**src/include/emcc_defines.svh**
```systemverilog
// Purpose: Offsets, field positions, reset values and counts of the MAC control block
// Assumes: 32-bit APB data, one aligned word per register
// Notes: Definitions only
`ifndef EMCC_DEFINES_SVH
`define EMCC_DEFINES_SVH
`define EMCC_ADDR_NET_CTRL 8'h00
`define EMCC_ADDR_NET_CFG 8'h04
`define EMCC_ADDR_NET_STAT 8'h08
`define EMCC_ADDR_TX_STAT 8'h14
`define EMCC_ADDR_MGMT_SHIFT 8'h34
`define EMCC_ADDR_HASH_LO 8'h90
`define EMCC_ADDR_HASH_HI 8'h94
`define EMCC_CTL_LOOPBACK 1
`define EMCC_CTL_RX_EN 2
`define EMCC_CTL_TX_EN 3
`define EMCC_CTL_MGMT_EN 4
`define EMCC_CTL_STATS_CLR 5
`define EMCC_CTL_RW_MASK 32'h0000001E
`define EMCC_CFG_FULL_DUPLEX 1
`define EMCC_CFG_SERIAL 2
`define EMCC_CFG_OVERSIZE 3
`define EMCC_CFG_MCAST_HASH 6
`define EMCC_CFG_UCAST_HASH 7
`define EMCC_CFG_LONG_FRAME 8
`define EMCC_CFG_DIV_LO 10
`define EMCC_CFG_RETRY_TEST 12
`define EMCC_CFG_PAUSE_EN 13
`define EMCC_CFG_LEN_CHECK 16
`define EMCC_CFG_RX_WHILE_TX 18
`define EMCC_CFG_IGNORE_FCS 19
`define EMCC_CFG_RW_MASK 32'h000FFDFE
`define EMCC_CFG_RESET 32'h00000800
`define EMCC_STAT_PIN_LEVEL 1
`define EMCC_STAT_IDLE 2
`define EMCC_TXS_USED 0
`define EMCC_TXS_COLL 1
`define EMCC_TXS_RETRY 2
`define EMCC_TXS_GO 3
`define EMCC_TXS_BUFEX 4
`define EMCC_TXS_DONE 5
`define EMCC_TXS_UNDER 6
`define EMCC_TXS_W1C_MASK 7'h77
`define EMCC_LEN_TYPE_MIN 16'h0600
`define EMCC_LEN_STD 14'h05EE
`define EMCC_LEN_LONG 14'h0600
`define EMCC_LEN_JUMBO 14'h2800
`define EMCC_MDC_HALF_DIV8 5'h04
`define EMCC_MDC_HALF_DIV16 5'h08
`define EMCC_MDC_HALF_DIV32 5'h10
`define EMCC_MGMT_BITS 6'h20
`define EMCC_MGMT_TA_BIT 6'h0E
`define EMCC_LOOP_DIV 2'h3
`endif

```
**src/include/emcc_pkg.sv**
```systemverilog
// Purpose: Types shared by the MAC control block files
// Assumes: Constants live in emcc_defines.svh
// Notes: Gray-coded management states
package emcc_pkg;
  typedef enum logic [1:0] {
    EMCC_MG_IDLE = 2'h0,
    EMCC_MG_LOW = 2'h1,
    EMCC_MG_HIGH = 2'h3
  } emcc_mgmt_state_type;
  typedef struct packed {
    logic [3:0] data;
    logic valid;
    logic carrier;
    logic collision;
  } emcc_rx_line_type;
  typedef struct packed {
    logic [3:0] data;
    logic enable;
    logic error;
  } emcc_tx_line_type;
  typedef struct packed {
    logic done;
    logic crc_ok;
    logic [13:0] length;
    logic [15:0] len_field;
    logic unicast;
    logic multicast;
    logic [5:0] hash_idx;
    logic addr_match;
  } emcc_rx_frame_type;
  typedef struct packed {
    logic used_bit;
    logic collision;
    logic retry_limit;
    logic buf_exhausted;
    logic done;
    logic underrun;
  } emcc_tx_event_type;
endpackage

```
**src/rtl/emcc_mgmt.sv**
```systemverilog
// Purpose: Serial management port shifter and clock divider
// Assumes: Pin input already crosses two flops here before use
// Notes: Shift register holds the 32 sampled pin bits after a full frame
`include "emcc_defines.svh"
module emcc_mgmt
  import emcc_pkg::*;
(
  input wire logic pclk,
  input wire logic presetn,
  input wire logic port_en,
  input wire logic [1:0] div_code,
  input wire logic start,
  input wire logic [31:0] wdata,
  input wire logic pin_in,
  output logic [31:0] shift_data,
  output logic idle,
  output logic done,
  output logic pin_level,
  output logic clk_out,
  output logic data_out,
  output logic data_oe_n
);
  emcc_mgmt_state_type state;
  logic [4:0] cnt;
  logic [4:0] half;
  logic [5:0] bits;
  logic pin_s1;
  logic is_read;

  always_comb begin
    case (div_code)
      2'h0: half = `EMCC_MDC_HALF_DIV8;
      2'h1: half = `EMCC_MDC_HALF_DIV16;
      default: half = `EMCC_MDC_HALF_DIV32;
    endcase
  end

  always_ff @(posedge pclk or negedge presetn) begin
    if (!presetn) begin
      pin_s1 <= 1'b0;
      pin_level <= 1'b0;
    end else begin
      pin_s1 <= pin_in;
      pin_level <= pin_s1;
    end
  end

  always_ff @(posedge pclk or negedge presetn) begin
    if (!presetn) begin
      state <= EMCC_MG_IDLE;
      cnt <= 5'h0;
      bits <= 6'h0;
      shift_data <= 32'h0;
      idle <= 1'b1;
      done <= 1'b0;
      is_read <= 1'b0;
    end else begin
      done <= 1'b0;
      case (state)
        EMCC_MG_IDLE: begin
          if (start) begin
            shift_data <= wdata;
            is_read <= wdata[29:28] == 2'h2;
            idle <= 1'b0;
            cnt <= 5'h0;
            bits <= 6'h0;
            state <= EMCC_MG_LOW;
          end
        end
        EMCC_MG_LOW: begin
          cnt <= cnt + 5'h1;
          if (cnt + 5'h1 >= half) begin
            cnt <= 5'h0;
            shift_data <= {shift_data[30:0], pin_level};
            bits <= bits + 6'h1;
            state <= EMCC_MG_HIGH;
          end
        end
        EMCC_MG_HIGH: begin
          cnt <= cnt + 5'h1;
          if (cnt + 5'h1 >= half) begin
            cnt <= 5'h0;
            if (bits == `EMCC_MGMT_BITS) begin
              idle <= 1'b1;
              done <= 1'b1;
              state <= EMCC_MG_IDLE;
            end else begin
              state <= EMCC_MG_LOW;
            end
          end
        end
        default: state <= EMCC_MG_IDLE;
      endcase
    end
  end

  // Read frames release the pin from turnaround so the PHY can answer
  always_ff @(posedge pclk or negedge presetn) begin
    if (!presetn) begin
      clk_out <= 1'b0;
      data_out <= 1'b0;
      data_oe_n <= 1'b1;
    end else if (!port_en) begin
      clk_out <= 1'b0;
      data_out <= 1'b0;
      data_oe_n <= 1'b1;
    end else begin
      clk_out <= state == EMCC_MG_HIGH;
      data_out <= shift_data[31];
      data_oe_n <= (state == EMCC_MG_IDLE) || (is_read && bits >= `EMCC_MGMT_TA_BIT);
    end
  end
endmodule

```
**src/rtl/emcc_line.sv**
```systemverilog
// Purpose: Line pin synchronisers, loopback and serial-mode steering
// Assumes: Line pins are asynchronous to pclk
// Notes: Loopback clock is a pclk/4 tick, not a real clock
`include "emcc_defines.svh"
module emcc_line
  import emcc_pkg::*;
(
  input wire logic pclk,
  input wire logic presetn,
  input wire logic loopback,
  input wire logic serial,
  input wire emcc_tx_line_type core_tx,
  input wire emcc_rx_line_type pins_rx,
  output emcc_tx_line_type pins_tx,
  output emcc_rx_line_type core_rx,
  output logic loop_tick
);
  emcc_rx_line_type s1;
  emcc_rx_line_type s2;
  logic [1:0] div;

  always_ff @(posedge pclk or negedge presetn) begin
    if (!presetn) begin
      s1 <= '0;
      s2 <= '0;
    end else begin
      s1 <= pins_rx;
      s2 <= s1;
    end
  end

  always_ff @(posedge pclk or negedge presetn) begin
    if (!presetn) begin
      div <= 2'h0;
      loop_tick <= 1'b0;
    end else begin
      div <= div + 2'h1;
      loop_tick <= loopback && div == `EMCC_LOOP_DIV;
    end
  end

  always_ff @(posedge pclk or negedge presetn) begin
    if (!presetn) begin
      pins_tx <= '0;
      core_rx <= '0;
    end else begin
      pins_tx.enable <= core_tx.enable && !loopback;
      pins_tx.error <= core_tx.error && !loopback;
      pins_tx.data <= serial ? {3'h0, core_tx.data[0]} : core_tx.data;
      if (loopback) begin
        core_rx.data <= core_tx.data;
        core_rx.valid <= core_tx.enable;
        core_rx.carrier <= 1'b0;
        core_rx.collision <= 1'b0;
      end else begin
        core_rx.data <= serial ? {3'h0, s2.data[0]} : s2.data;
        core_rx.valid <= serial ? (s2.carrier || s2.valid) : s2.valid;
        core_rx.carrier <= s2.carrier;
        core_rx.collision <= s2.collision;
      end
    end
  end
endmodule

```
**src/rtl/emcc_ctrl.sv**
```systemverilog
// Purpose: Control, configuration and status registers of the MAC
// Assumes: APB slave, zero wait states; core logic on pclk
// Notes: Statistics, descriptor engines and interrupts live elsewhere
//
// The APB interface to the registers was chosen for this implementation.
`include "emcc_defines.svh"
// What this block does
// - Writing one to stats clear pulses a clear of all statistics counters.
// - Management port disabled keeps data pin released and clock pin low.
// - Dropping transmit enable stops transmit, flushes it, rewinds queue pointer.
// - Dropping receive enable stops receive and flushes it; pointer untouched.
// - Loopback ties transmit to receive, forces full duplex, clocks at pclk/4.
// - Ignore-FCS accepts CRC-bad frames and counts no FCS error.
// - Half-duplex receive while transmitting only when its bit is set.
// - Length check drops frames shorter than length field, except type values.
// - Pause enable lets valid received pause frames pause the transmitter.
// - Retry test gives one-slot backoff and per-receive-clock pause decrement.
// - Divisor codes 0,1,2 give 8,16,32; resets to 32; 3 invalid, here stored and treated as 32.
// - Long-frame bit accepts up to 1536 bytes, else above 1518 rejected.
// - Hash enables accept unicast or multicast frames whose hash bit is set.
// - Oversize bit accepts frames up to 10240 bytes.
// - Serial mode uses data bit 0 only and carrier OR valid; loopback receive still takes all 4 bits and tx enable.
// - Full duplex ignores collision and carrier, allows receive while sending.
// - Status shows management idle in bit 2 and data pin level in bit 1.
// - Transmit status flags clear by writing one; writes never set them.
// - Underrun forces bad CRC, raises transmit error pin, sets underrun flag.
// - Frame transmitted sets transmit done flag in bit 5.
// - Buffers exhausted mid-frame gives bad FCS, error pin, flag set; frame not stopped.
// - Writing the management shift register while idle starts a frame; idle low meanwhile.
module emcc_ctrl
  import emcc_pkg::*;
(
  input wire logic pclk,
  input wire logic presetn,
  input wire logic psel,
  input wire logic penable,
  input wire logic pwrite,
  input wire logic [7:0] paddr,
  input wire logic [31:0] pwdata,
  output logic [31:0] prdata,
  output logic pready,
  output logic pslverr,
  input wire emcc_tx_line_type core_tx,
  input wire emcc_tx_event_type tx_evt,
  input wire logic tx_active,
  input wire emcc_rx_frame_type rx_frame,
  input wire logic rx_pause_frame,
  input wire logic pause_slot_tick,
  input wire logic rx_clk_tick,
  input wire emcc_rx_line_type pins_rx,
  input wire logic mgmt_data_in,
  output emcc_tx_line_type pins_tx,
  output emcc_rx_line_type core_rx,
  output logic mgmt_clock_pin,
  output logic mgmt_data_out,
  output logic mgmt_data_oe_n,
  output logic loop_tick,
  output logic stats_clear,
  output logic tx_flush,
  output logic tx_queue_rewind,
  output logic rx_flush,
  output logic tx_run,
  output logic rx_run,
  output logic rx_accept,
  output logic rx_reject,
  output logic fcs_err_count,
  output logic tx_col_seen,
  output logic tx_crs_seen,
  output logic rx_allowed,
  output logic pause_start,
  output logic pause_dec,
  output logic backoff_one_slot,
  output logic force_bad_crc,
  output logic mgmt_done
);
  logic [31:0] net_ctrl;
  logic [31:0] net_cfg;
  logic [6:0] tx_stat;
  logic [63:0] hash;
  logic [31:0] next_prdata;
  logic next_err;
  logic wr;
  logic mgmt_start;
  logic mgmt_idle;
  logic mgmt_level;
  logic [31:0] mgmt_data;
  logic tx_err_hold;
  logic full_duplex;
  logic [13:0] max_len;
  emcc_tx_line_type core_tx_q;

  function automatic logic is_addr(input logic [7:0] a, input logic [7:0] r);
    is_addr = a == r;
  endfunction

  assign wr = psel && penable && pready && pwrite;
  assign mgmt_start = wr && is_addr(paddr, `EMCC_ADDR_MGMT_SHIFT) && mgmt_idle;
  assign full_duplex = net_cfg[`EMCC_CFG_FULL_DUPLEX] || net_ctrl[`EMCC_CTL_LOOPBACK];

  // Read data prepared in setup so every bus output comes from a flop
  always_comb begin
    next_prdata = 32'h0;
    next_err = 1'b0;
    if (is_addr(paddr, `EMCC_ADDR_NET_CTRL)) begin
      next_prdata = net_ctrl & `EMCC_CTL_RW_MASK;
    end else if (is_addr(paddr, `EMCC_ADDR_NET_CFG)) begin
      next_prdata = net_cfg;
    end else if (is_addr(paddr, `EMCC_ADDR_NET_STAT)) begin
      next_prdata[`EMCC_STAT_IDLE] = mgmt_idle;
      next_prdata[`EMCC_STAT_PIN_LEVEL] = mgmt_level;
    end else if (is_addr(paddr, `EMCC_ADDR_TX_STAT)) begin
      next_prdata = {25'h0, tx_stat};
    end else if (is_addr(paddr, `EMCC_ADDR_MGMT_SHIFT)) begin
      next_prdata = mgmt_data;
    end else if (is_addr(paddr, `EMCC_ADDR_HASH_LO)) begin
      next_prdata = hash[31:0];
    end else if (is_addr(paddr, `EMCC_ADDR_HASH_HI)) begin
      next_prdata = hash[63:32];
    end else begin
      next_err = 1'b1;
    end
  end

  always_ff @(posedge pclk or negedge presetn) begin
    if (!presetn) begin
      pready <= 1'b0;
      pslverr <= 1'b0;
      prdata <= 32'h0;
    end else begin
      pready <= psel && !penable;
      pslverr <= psel && !penable && next_err;
      if (psel && !penable && !pwrite) begin
        prdata <= next_prdata;
      end
    end
  end

  // Command bits stored only for their one-cycle action
  always_ff @(posedge pclk or negedge presetn) begin
    if (!presetn) begin
      net_ctrl <= 32'h0;
      stats_clear <= 1'b0;
      tx_flush <= 1'b0;
      tx_queue_rewind <= 1'b0;
      rx_flush <= 1'b0;
    end else begin
      stats_clear <= 1'b0;
      tx_flush <= 1'b0;
      tx_queue_rewind <= 1'b0;
      rx_flush <= 1'b0;
      if (wr && is_addr(paddr, `EMCC_ADDR_NET_CTRL)) begin
        net_ctrl <= pwdata & `EMCC_CTL_RW_MASK;
        stats_clear <= pwdata[`EMCC_CTL_STATS_CLR];
        if (net_ctrl[`EMCC_CTL_TX_EN] && !pwdata[`EMCC_CTL_TX_EN]) begin
          tx_flush <= 1'b1;
          tx_queue_rewind <= 1'b1;
        end
        if (net_ctrl[`EMCC_CTL_RX_EN] && !pwdata[`EMCC_CTL_RX_EN]) begin
          rx_flush <= 1'b1;
        end
      end
    end
  end

  always_ff @(posedge pclk or negedge presetn) begin
    if (!presetn) begin
      tx_run <= 1'b0;
      rx_run <= 1'b0;
    end else begin
      tx_run <= net_ctrl[`EMCC_CTL_TX_EN];
      rx_run <= net_ctrl[`EMCC_CTL_RX_EN];
    end
  end

  // Divisor code 3 is stored as written; the divider treats it as 32
  always_ff @(posedge pclk or negedge presetn) begin
    if (!presetn) begin
      net_cfg <= `EMCC_CFG_RESET;
    end else if (wr && is_addr(paddr, `EMCC_ADDR_NET_CFG)) begin
      net_cfg <= pwdata & `EMCC_CFG_RW_MASK;
    end
  end

  always_ff @(posedge pclk or negedge presetn) begin
    if (!presetn) begin
      hash <= 64'h0;
    end else if (wr && is_addr(paddr, `EMCC_ADDR_HASH_LO)) begin
      hash[31:0] <= pwdata;
    end else if (wr && is_addr(paddr, `EMCC_ADDR_HASH_HI)) begin
      hash[63:32] <= pwdata;
    end
  end

  // Hardware set beats a same-cycle software clear
  always_ff @(posedge pclk or negedge presetn) begin
    if (!presetn) begin
      tx_stat <= 7'h0;
    end else begin
      if (wr && is_addr(paddr, `EMCC_ADDR_TX_STAT)) begin
        tx_stat <= tx_stat & ~(pwdata[6:0] & `EMCC_TXS_W1C_MASK);
      end
      tx_stat[`EMCC_TXS_GO] <= tx_active;
      if (tx_evt.used_bit) tx_stat[`EMCC_TXS_USED] <= 1'b1;
      if (tx_evt.collision) tx_stat[`EMCC_TXS_COLL] <= 1'b1;
      if (tx_evt.retry_limit) tx_stat[`EMCC_TXS_RETRY] <= 1'b1;
      if (tx_evt.buf_exhausted) tx_stat[`EMCC_TXS_BUFEX] <= 1'b1;
      if (tx_evt.done) tx_stat[`EMCC_TXS_DONE] <= 1'b1;
      if (tx_evt.underrun) tx_stat[`EMCC_TXS_UNDER] <= 1'b1;
    end
  end

  // Error lasts to the end of the frame the core is sending
  always_ff @(posedge pclk or negedge presetn) begin
    if (!presetn) begin
      tx_err_hold <= 1'b0;
      force_bad_crc <= 1'b0;
    end else begin
      if (tx_evt.underrun || tx_evt.buf_exhausted) begin
        tx_err_hold <= 1'b1;
      end else if (!core_tx.enable) begin
        tx_err_hold <= 1'b0;
      end
      force_bad_crc <= tx_evt.underrun || tx_evt.buf_exhausted;
    end
  end

  always_comb begin
    core_tx_q = core_tx;
    core_tx_q.enable = core_tx.enable && net_ctrl[`EMCC_CTL_TX_EN];
    core_tx_q.error = core_tx.error || tx_err_hold;
  end

  always_comb begin
    if (net_cfg[`EMCC_CFG_OVERSIZE]) begin
      max_len = `EMCC_LEN_JUMBO;
    end else if (net_cfg[`EMCC_CFG_LONG_FRAME]) begin
      max_len = `EMCC_LEN_LONG;
    end else begin
      max_len = `EMCC_LEN_STD;
    end
  end

  // Frame verdict at end of frame; address match covers non-hash filters
  always_ff @(posedge pclk or negedge presetn) begin
    if (!presetn) begin
      rx_accept <= 1'b0;
      rx_reject <= 1'b0;
      fcs_err_count <= 1'b0;
    end else begin
      rx_accept <= 1'b0;
      rx_reject <= 1'b0;
      fcs_err_count <= 1'b0;
      if (rx_frame.done && net_ctrl[`EMCC_CTL_RX_EN]) begin
        if ((!rx_frame.crc_ok && !net_cfg[`EMCC_CFG_IGNORE_FCS])
            || (rx_frame.length > max_len)
            || (net_cfg[`EMCC_CFG_LEN_CHECK] && rx_frame.len_field < `EMCC_LEN_TYPE_MIN
                && {2'h0, rx_frame.length} < rx_frame.len_field)
            || !(rx_frame.addr_match
                 || (rx_frame.unicast && net_cfg[`EMCC_CFG_UCAST_HASH]
                     && hash[rx_frame.hash_idx])
                 || (rx_frame.multicast && net_cfg[`EMCC_CFG_MCAST_HASH]
                     && hash[rx_frame.hash_idx]))) begin
          rx_reject <= 1'b1;
        end else begin
          rx_accept <= 1'b1;
        end
        fcs_err_count <= !rx_frame.crc_ok && !net_cfg[`EMCC_CFG_IGNORE_FCS];
      end
    end
  end

  always_ff @(posedge pclk or negedge presetn) begin
    if (!presetn) begin
      tx_col_seen <= 1'b0;
      tx_crs_seen <= 1'b0;
      rx_allowed <= 1'b0;
    end else begin
      tx_col_seen <= core_rx.collision && !full_duplex;
      tx_crs_seen <= core_rx.carrier && !full_duplex;
      rx_allowed <= net_ctrl[`EMCC_CTL_RX_EN] && (full_duplex
                    || net_cfg[`EMCC_CFG_RX_WHILE_TX] || !tx_active);
    end
  end

  always_ff @(posedge pclk or negedge presetn) begin
    if (!presetn) begin
      pause_start <= 1'b0;
      pause_dec <= 1'b0;
      backoff_one_slot <= 1'b0;
    end else begin
      pause_start <= rx_pause_frame && net_cfg[`EMCC_CFG_PAUSE_EN];
      pause_dec <= net_cfg[`EMCC_CFG_RETRY_TEST] ? rx_clk_tick : pause_slot_tick;
      backoff_one_slot <= net_cfg[`EMCC_CFG_RETRY_TEST];
    end
  end

  emcc_mgmt u_mgmt (
    .pclk(pclk),
    .presetn(presetn),
    .port_en(net_ctrl[`EMCC_CTL_MGMT_EN]),
    .div_code(net_cfg[`EMCC_CFG_DIV_LO +: 2]),
    .start(mgmt_start),
    .wdata(pwdata),
    .pin_in(mgmt_data_in),
    .shift_data(mgmt_data),
    .idle(mgmt_idle),
    .done(mgmt_done),
    .pin_level(mgmt_level),
    .clk_out(mgmt_clock_pin),
    .data_out(mgmt_data_out),
    .data_oe_n(mgmt_data_oe_n)
  );

  // Loopback switch is only glitch-free with both paths already off
  emcc_line u_line (
    .pclk(pclk),
    .presetn(presetn),
    .loopback(net_ctrl[`EMCC_CTL_LOOPBACK]),
    .serial(net_cfg[`EMCC_CFG_SERIAL]),
    .core_tx(core_tx_q),
    .pins_rx(pins_rx),
    .pins_tx(pins_tx),
    .core_rx(core_rx),
    .loop_tick(loop_tick)
  );
endmodule

```
**config.mk**
```make
export PLATFORM = sky130hd
export DESIGN_NAME = emcc_ctrl
export DESIGN_NICKNAME = d
export VERILOG_FILES = /design/src/include/emcc_pkg.sv /design/src/rtl/emcc_mgmt.sv /design/src/rtl/emcc_line.sv /design/src/rtl/emcc_ctrl.sv
export VERILOG_INCLUDE_DIRS = /design/src /design/src/include
export SDC_FILE = /design/constraint.sdc
export NUM_CORES = 1
export LEC_CHECK = 0
export BUFFER_PORTS_ARGS = -buffer_cell sky130_fd_sc_hd__buf_2
export CORE_ASPECT_RATIO = 0.5
export CORE_MARGIN = 8
export CORE_UTILIZATION = 40
export DETAILED_ROUTE_END_ITERATION = 7
export GPL_TIMING_DRIVEN = 1
export PLACE_DENSITY_LB_ADDON = 0.1
export SLEW_MARGIN = 5
export SYNTH_ARGS = -nofsm -noshare
export SYNTH_HDL_FRONTEND = slang
export SYNTH_SLANG_ARGS = --single-unit
export TNS_END_PERCENT = 1
```
**constraint.sdc**
```tcl
create_clock -name pclk -period 4.1 [get_ports pclk]
set_input_delay 0 -clock pclk [delete_from_list [all_inputs] [get_ports pclk]]
set_output_delay 0 -clock pclk [all_outputs]
set_load 0.02 [all_outputs]
```
==> results of run 1 <==
-- synth_stat cells, drive strengths merged, types with 2 or more instances --
cell | count | area share (%)
and4 | 3 | 0.25
and4b | 3 | 0.29
o32ai | 2 | 0.17
ha | 29 | 3.4
a222oi | 26 | 2.5
mux2i | 19 | 1.8
a221oi | 6 | 0.50
buf | 23 | 1.5
nor2 | 74 | 2.8
a22o | 4 | 0.33
nor3b | 7 | 0.50
o21ai | 28 | 1.3
clkbuf | 30 | 1.1
a211o | 4 | 0.33
and2 | 4 | 0.24
dfstp | 3 | 0.75
nor4 | 3 | 0.32
and3 | 4 | 0.24
inv | 26 | 0.93
mux4 | 13 | 2.8
nor3 | 15 | 0.93
mux2 | 88 | 9.4
o211ai | 4 | 0.29
nand4 | 8 | 0.48
a21oi | 19 | 0.90
a31oi | 43 | 2.6
nor2b | 13 | 0.77
o41ai | 2 | 0.17
or2 | 3 | 0.18
xnor2 | 6 | 0.50
a21o | 11 | 0.78
nand2b | 5 | 0.30
nand2 | 134 | 4.8
a32o | 3 | 0.29
or3 | 2 | 0.12
nand3 | 9 | 0.43
nand3b | 2 | 0.14
a211oi | 5 | 0.36
dfrtp | 223 | 53
-- stage by stage --
step                hold WS, ps  worst slack, ps  std cells
floorplan                  -296             1490        924
global placement            109             1110       1413
detailed placement          110             1040       1413
CTS                        5.97             1030       1526
global route               49.4              779       1526
finish                     16.5             1030       1526
-- layout make-up --
type	instances	area, µm²
Timing Repair Buffer	262	1710
Clock inverter	14	186
Inverter	26	97.6
Tap cell	352	440
Multi-Input combinational cell	619	4520
Sequential cell	226	5660
Fill cell	2374	13000
Clock buffer	27	601
-- state kept, by name (all words and copies together) (netlist names), 7 cells and up --
name,cells
hash,64
net_cfg,18
prdata,32
tx_stat,7
u_line.core_rx,7
u_line.s1,7
u_line.s2,7
u_mgmt.shift_data,32
-- critical path, delay by kind of cell, from the launching register on --
kind                     cells  cell delay (ps)
adder cells (fa/ha/maj)      2              530
AND/OR/NAND/NOR              1              160
flip-flops                   1              420
AO/OA/AOI/OAI                5             1270
buffers and inverters        1              350
XOR/XNOR                     1              140
-- logic make-up (layout without fill, tap and decap cells) --
family	count (synthesis)	in the layout	share of synthesized area, %
muxes	120	120	14.0
xor gates and xnor gates	7	7	0.583
and+or+nand+nor	293	293	13.1
buffers and inverters	79	329	3.51
AOI/OAI and AO/OA	170	170	11.6
adders and majority gates	29	29	3.45
DFF	226	226	53.8
-- where the power goes --
group	internal (W)	switching (W)
clock network	0.00131	0.000918
registers	0.00250	0.000232
logic	0.000560	0.000952
-- worst max-delay path by stage --
stage / slack (ps) / end / cells past startpoint
CTS: 1030 / u_mgmt.shift_data[8]$_DFFE_PN0P_ / 10
global placement: 1110 / u_mgmt.shift_data[16]$_DFFE_PN0P_ / 10
floorplan: 1490 / u_mgmt.shift_data[23]$_DFFE_PN0P_ / 11
finish: 1030 / u_mgmt.shift_data[9]$_DFFE_PN0P_ / 10
global route: 780 / u_mgmt.shift_data[25]$_DFFE_PN0P_ / 10
detailed placement: 1040 / u_mgmt.shift_data[21]$_DFFE_PN0P_ / 10
-- per-layer routing --
metal / vias to the layer above / routed length (µm)
met2: 223 / 14300
met1: 4158 / 15000
met4: 0 / 412
met3: 28 / 1710
met5: - / 0
li1: 3834 / -
==> summary.md, run 1 <==
| Metric | Value |
|---|---|
| Cell chosen for the clock root | `clkbuf_16` |
| Run status | `complete, no violations` |
| Most common cell after layout, fill and taps aside | `dfrtp_1` |
| Library cell appearing most often on the critical path | `ha_1` |
| Critical hold path startpoint | `pwrite` |
| Clk sinks | `226` |
| Share of the clock period used by the worst path after layout | `about three quarters` |
| Maximum net fanout on the critical path | `64` |
| Routed wire length per instance | `20.6 µm` |
| Total Power Consumption | `0.00647 W` |
| Finished Core Util | `50.5%` |
| Number of antenna violations at the first check in global routing | `0` |
| Share of layout cells above drive strength 1 | `roughly 29%` |
| Category of the most critical setup path | `reg2reg` |
| Setup crit end kind | `register` |
| Maximum VDD drop | `0.410 mV` |
| First-pass GRT wire length | `49600 µm` |
| Number of max-slew violations in the final report | `0` |
| DPL Wire Length | `21800 µm` |
| Final layout net count | `1297` |
| FF-to-FF End | `u_mgmt.shift_data[9]$_DFFE_PN0P_` |
| Setup Skew | `11.5 ps` |
| Hold Violations, Final | `0` |
| Standby leakage power | `around 6.3 nW` |
| DRT Pass-1 Iters | `5` |
| Clock slew seen by the registers of the worst setup and hold paths | `60 ps` |
| Critical path, cell by cell | `ha_1, xnor2_1, ha_1, a21bo_2, a21o_1, a21oi_1, o21ai_4, buf_4, nor2_1, a31oi_1` |
| Average footprint of a synthesized cell | `11.4 µm²` |
| Worst R2R Path Depth | `10` |
| Initial Utilization | `40.2%` |
| Ports placed on the boundary | `178` |
| Endpoint of the worst hold-timing path | `prdata[0]$_DFFE_PN0P_` |
| Layout-stage area growth over the synthesis result | `25.6%` |
| DRC violations left | `0` |
| Number of setup buffers added after CTS | `0` |
| Cts bufs inserted | `23` |
| Delay of the slowest cell on the worst path | `around 730 ps` |
| Weighted congestion reported at the end of routability-driven placement | `0.830` |
| Final instance area | `~0.013 mm²` |
| Slew HR | `30.4%` |
| Antenna Nets Post-Route | `0` |
| Number of levels in the clock H-tree | `1` |
| Quantity of I/O buffers inserted on ports | `about 180` |
| Die span in x | `245 µm` |
| EDFF count, synth | `0` |
| Class of the tightest hold or removal check | `in2reg` |
| Peak Freq | `roughly 330 MHz` |
| Standard-cell rows | `42` |
| Skew-Pair Late Insertion Delay | `approximately 520 ps` |
| Ratio of routed vias to standard cells | `roughly 5.4` |
| Yosys warning count | `0` |
| Layer carrying the most global-route usage | `met2` |
| Core area | `0.0262 mm²` |
| Vias after detailed routing | `approximately 8200` |
| Summed instance area of the synthesized netlist | `between 0.01 and 0.015 mm²` |
| Share of synthesized registers carrying an async set or reset | `100%` |
| CTS tree | `done` |
| Met2 track demand over resource in global routing | `between 30% and 40%` |
| Maximum root-to-sink buffer count | `3` |
| Routed wire length | `31500 µm` |
| Met1 routing resource usage after global routing | `28.4%` |
| Unrepaired setup endpoints after global routing | `false` |
| Register-to-Register Setup Slack | `1030 ps` |
| Required @ worst endpoint | `about 4500 ps` |
| Total grt overflow | `0` |
| Initial drt markers | `836` |
| Number of antenna diodes | `0` |
| Post-route minimum period | `3070 ps` |
| Quantity of hold-fixing buffers added after cts | `slightly above 70` |
| Arrival time reported for the critical path endpoint | `around 3400 ps` |
| Slew at the pin closest to its max-slew limit | `1040 ps` |
| Die Footprint | `0.0321 mm²` |
| Number of distinct library cell variants in the gate-level netlist after synthesis | `66` |
| Met3 Use GR | `3.08%` |
| Seq cells post-synth | `226` |
| Max capacitance violation total | `0` |
| Launching element of the worst setup path | `u_mgmt.cnt[0]$_DFFE_PN0P_` |
| Worst R2R Start | `u_mgmt.cnt[0]$_DFFE_PN0P_` |
| Most used cells in the layout excluding fill and tap cells | `223 x dfrtp_1, 176 x buf_2, 134 x nand2_1` |
| Most frequently used flop master after synthesis | `dfrtp_1` |
| Pin count of the biggest net entering global routing | `118` |
| Critical Path Source Type | `register` |
| Post-place instance area | `0.0117 mm²` |
| Slowest library cell on the worst path | `a21oi_1` |
| Mapped Cells | `924` |
| Power density normalized to cell area | `489 mW/mm²` |
| Net count of the mapped netlist | `1063` |
| Setup_tns | `0 ps` |
| Fraction of the yosys area taken by sequential cells | `53.8%` |
| Via count of the first global-routing pass | `8442` |
| Final number of setup-violating endpoints | `0` |
| Die Ht | `131 µm` |
| Post_cts resized | `0` |
| Hold depth | `4` |
| All-Layer GR Usage | `19.5%` |
Power figures use the tool's default switching activity.
==> inputs of run 2 (changes only) <==
ABC_AREA = 1   (was default)
clock period = 3.2 ns   (was 4.1 ns; I/O delays follow)
==> run 2 against run 1 <==
Against the previous run: cell count is 24% higher; synthesized cell count is 39% higher; cell area is 2.1% higher; largest power group unchanged; critical path depth is 5 higher; largest cell class unchanged; critical endpoint is now u_mgmt.bits[2]$_DFFE_PN0P_; clock-buffer cell count is 7 higher.
==> summary.md, run 2 <==
| Metric | Value |
|---|---|
| Run status | `complete, no violations` |
| Power density normalized to cell area | `581 mW/mm² (+19%)` |
| EDFF count, synth | `0 (unchanged)` |
| Number of distinct library cell variants in the gate-level netlist after synthesis | `51 (-23%)` |
| Slew at the pin closest to its max-slew limit | `798 ps (-241 ps)` |
| Unrepaired setup endpoints after global routing | `false` |
| Vias after detailed routing | `9682 (+17%)` |
| Average footprint of a synthesized cell | `8.42 µm² (-26%)` |
| Quantity of I/O buffers inserted on ports | `177 (unchanged)` |
| Finished Core Util | `50.9% (+0.35 points)` |
| Routed wire length | `33700 µm (+7.0%)` |
| Weighted congestion reported at the end of routability-driven placement | `0.831 (+0.17%)` |
| Clk pwr share | `32.3% (-2.1 points)` |
| Fraction of the mapped netlist area in compound gates | `15.0% (+3.4 points)` |
| Final number of setup-violating endpoints | `0 (unchanged)` |
| Share of synthesized registers carrying an async set or reset | `100% (unchanged)` |
| Arrival time reported for the critical path endpoint | `3240 ps (-180 ps)` |
| Top cells by area, synth | `dfrtp_1 52%, nand2_1 13%, o21ai_0 6.2%` |
| Yosys warning count | `0 (unchanged)` |
| Layout-stage area growth over the synthesis result | `24.6%` |
| Adder and majority cell fraction of the synthesized area | `3.35% (-0.098 points)` |
| Delay of the slowest cell on the worst path | `420 ps (-310 ps)` |
| Largest registers | `hash x64, prdata x32, u_mgmt.shift_data x32` |
| Initial drt markers | `773 (-7.5%)` |
| Post-route minimum period | `2830 ps (-237 ps)` |
| Critical Path Source Type | `register` |
| Portion of total power attributed to combinational logic | `24.4% (+1.0 points)` |
| Class of the tightest hold or removal check | `in2reg` |
| Setup Skew | `8.10 ps (-3.40 ps)` |
| Initial Utilization | `40.8% (+0.60 points)` |
| Clock slew seen by the registers of the worst setup and hold paths | `70 ps (about the same)` |
| Sw Share | `32.9% (+0.44 points)` |
| Slowest library cell on the worst path | `dfrtp_1` |
| Fraction of the yosys area taken by sequential cells | `52.2% (-1.5 points)` |
| Required @ worst endpoint | `3610 ps (-840 ps)` |
| Share of the clock period used by the worst path after layout | `88.4% (+14 points)` |
| Share of the synthesized area in the top cell type | `51.5% (-1.5 points)` |
| Hold Violations, Final | `0 (unchanged)` |
| Number of flip-flops under the largest register name | `64 (unchanged)` |
| Proportion of synthesized area in mux cells | `0.104% (-14 points)` |
| All-Layer GR Usage | `20.3% (+0.79 points)` |
| Seq cells post-synth | `226 (unchanged)` |
| Max capacitance violation total | `0 (unchanged)` |
| Die Footprint | `0.0329 mm² (+2.6%)` |
| Standby leakage power | `6.70 nW (+6.8%)` |
| Ports placed on the boundary | `178 (unchanged)` |
| Most frequently used flop master after synthesis | `dfrtp_1` |
| Ratio of routed vias to standard cells | `5.13 (-5.0%)` |
| Share of layout cells above drive strength 1 | `16.9% (-12 points)` |
| Final layout net count | `1660 (+28%)` |
| Internal power | `0.00526 W (+20%)` |
| Number of antenna diodes | `0 (unchanged)` |
| Synth area leader | `dfrtp_1` |
| Core area | `0.0265 mm² (+1.4%)` |
| DPL Wire Length | `23700 µm (+8.5%)` |
| Worst R2R Start | `u_mgmt.cnt[0]$_DFFE_PN0P_` |
| Maximum VDD drop | `0.360 mV (-12%)` |
| Critical hold path startpoint | `paddr[3]` |
| Total grt overflow | `0 (unchanged)` |
| DRC violations left | `0 (unchanged)` |
| Most flop-heavy register | `hash` |
| Pin count of the biggest net entering global routing | `95 (-19%)` |
| Total Power Consumption | `0.00784 W (+21%)` |
| CTS tree | `done` |
| Most common cell after layout, fill and taps aside | `nand2_1` |
| Dominant combinational cell family by area after synthesis | `simple AND/OR/NAND/NOR gates` |
| Skew-Pair Late Insertion Delay | `520 ps (about the same)` |
| Total net switching power | `0.00258 W (+23%)` |
| Cell chosen for the clock root | `clkbuf_16` |
| Leading cell type by number of instances after synthesis | `nand2_1` |
| Mapped Cells | `1286 (+39%)` |
| Xor/xnor cell area share of the yosys netlist | `0.404% (-0.18 points)` |
| Hold_ws | `39.6 ps (+23.1 ps)` |
| Standard-cell rows | `42 (unchanged)` |
| Cts bufs inserted | `22 (-4.3%)` |
| Sequential share of power | `43.3% (+1.1 points)` |
| Number of levels in the clock H-tree | `1 (unchanged)` |
| Peak Freq | `354 MHz (+8.4%)` |
| Slew HR | `46.7% (+16 points)` |
| Routed wire length per instance | `17.8 µm (-13%)` |
| Net count of the mapped netlist | `1425 (+34%)` |
| Maximum root-to-sink buffer count | `3 (unchanged)` |
| Clk sinks | `226 (unchanged)` |
| Category of the most critical setup path | `reg2reg` |
| Simple logic cell fraction of the synthesized area | `21.3% (+8.2 points)` |
| Number of antenna violations at the first check in global routing | `1 (+1)` |
| Most used cells in the layout excluding fill and tap cells | `377 x nand2_1, 223 x dfrtp_1, 176 x buf_2` |
| Number of setup buffers added after CTS | `0 (unchanged)` |
| Die span in x | `249 µm (+1.4%)` |
| Setup_tns | `0 ps (unchanged)` |
| Summed instance area of the synthesized netlist | `0.0108 mm² (+2.9%)` |
| Setup crit end kind | `register` |
| Antenna Nets Post-Route | `0 (unchanged)` |
| DRT Pass-1 Iters | `8 (+3)` |
| Via count of the first global-routing pass | `9668 (+15%)` |
| Post-synth top cells | `379 x nand2_1, 223 x dfrtp_1, 142 x inv_1, 134 x o21ai_0, 75 x nand3_1` |
| First-pass GRT wire length | `54200 µm (+9.3%)` |
| Maximum net fanout on the critical path | `28 (-56%)` |
| Launching element of the worst setup path | `u_mgmt.cnt[0]$_DFFE_PN0P_` |
| Number of max-slew violations in the final report | `0 (unchanged)` |
| Die Ht | `132 µm (+1.3%)` |
| Critical path, cell by cell | `ha_1, nand3_1, xor2_1, inv_1, ha_1, nand2_1, nor2_1, a211oi_1, nand2_1, nand2_1, nand2_4, inv_1, nor2_1, o21ai_0, nor2_1` |
==> run 2: repair_timing <==
item	4_1_cts	5_1_grt
hold endpoints to repair	251	0
hold buffers	75	0
resized for setup	0	0
==> run 2: area by class of cell <==
class / count / area [µm²]
Tap cell: 352 / 440
Clock buffer: 34 / 657
Clock inverter: 4 / 25.0
Sequential cell: 226 / 5660
Multi-Input combinational cell: 857 / 4360
Timing Repair Buffer: 269 / 1810
Inverter: 145 / 546
Fill cell: 2569 / 13000
==> run 2: critical path: cells and delay by family, from the launching register on <==
| kind | cells | cell delay (ps) |
|---|---|---|
| simple gates | 8 | 940 |
| fa+ha+maj | 2 | 570 |
| flops | 1 | 420 |
| compound gates | 2 | 320 |
| buf+inv | 2 | 300 |
| xor+xnor | 1 | 190 |
==> run 2: per-stage QoR <==
step | cell area (µm²) | setup WS (ps) | cells
after floorplan | 10800 | 812 | 1286
after global placement | 12100 | 440 | 1774
after detailed placement | 12100 | 389 | 1774
after CTS | 13500 | 379 | 1887
after global routing | 13500 | 118 | 1887
final | 13500 | 372 | 1887
==> run 2: logic make-up (layout without fill, tap and decap cells) <==
group	count (synthesis)	after routing
AND/OR/NAND/NOR	549	549
AO/OA/AOI/OAI	273	273
flip-flops	226	226
buffers and inverters	203	452
adder cells (fa/ha/maj)	29	29
XOR/XNOR	5	5
multiplexers	1	1
==> run 2: metal layers <==
layer	vias up	GRT usage (%)	part of all wire, %
met3	47	4.33	6.4
met4	2	3.94	1.8
met2	284	31.7	44
met1	4672	28.9	48
met5	-	0	0.039
li1	4677	-	-
==> run 2: power by group through the flow <==
| stage | sequential [W] | combinational, W | clock, W |
|---|---|---|---|
| global placement | 0.00343 | 0.00178 | 0 |
| CTS | 0.00339 | 0.00190 | 0.00259 |
| finish | 0.00340 | 0.00191 | 0.00253 |
| floorplan | 0.00339 | 0.00137 | 0 |
| detailed placement | 0.00344 | 0.00184 | 0 |
| global route | 0.00343 | 0.00217 | 0.00270 |
==> run 2: path summary, 6_finish.rpt <==
check | to | slack (ps) | cells past startpoint
min | pslverr$_DFF_PN0_ | 40 | 4
max in group asynchronous | u_mgmt.bits[5]$_DFFE_PN0P_ | 2180 | 3
min in group asynchronous | u_line.div[1]$_DFF_PN0_ | 80 | 2
max | u_mgmt.bits[2]$_DFFE_PN0P_ | 370 | 15
min reg2reg | u_line.s2[3]$_DFF_PN0_ | 350 | 0
max reg2reg | u_mgmt.bits[2]$_DFFE_PN0P_ | 370 | 15
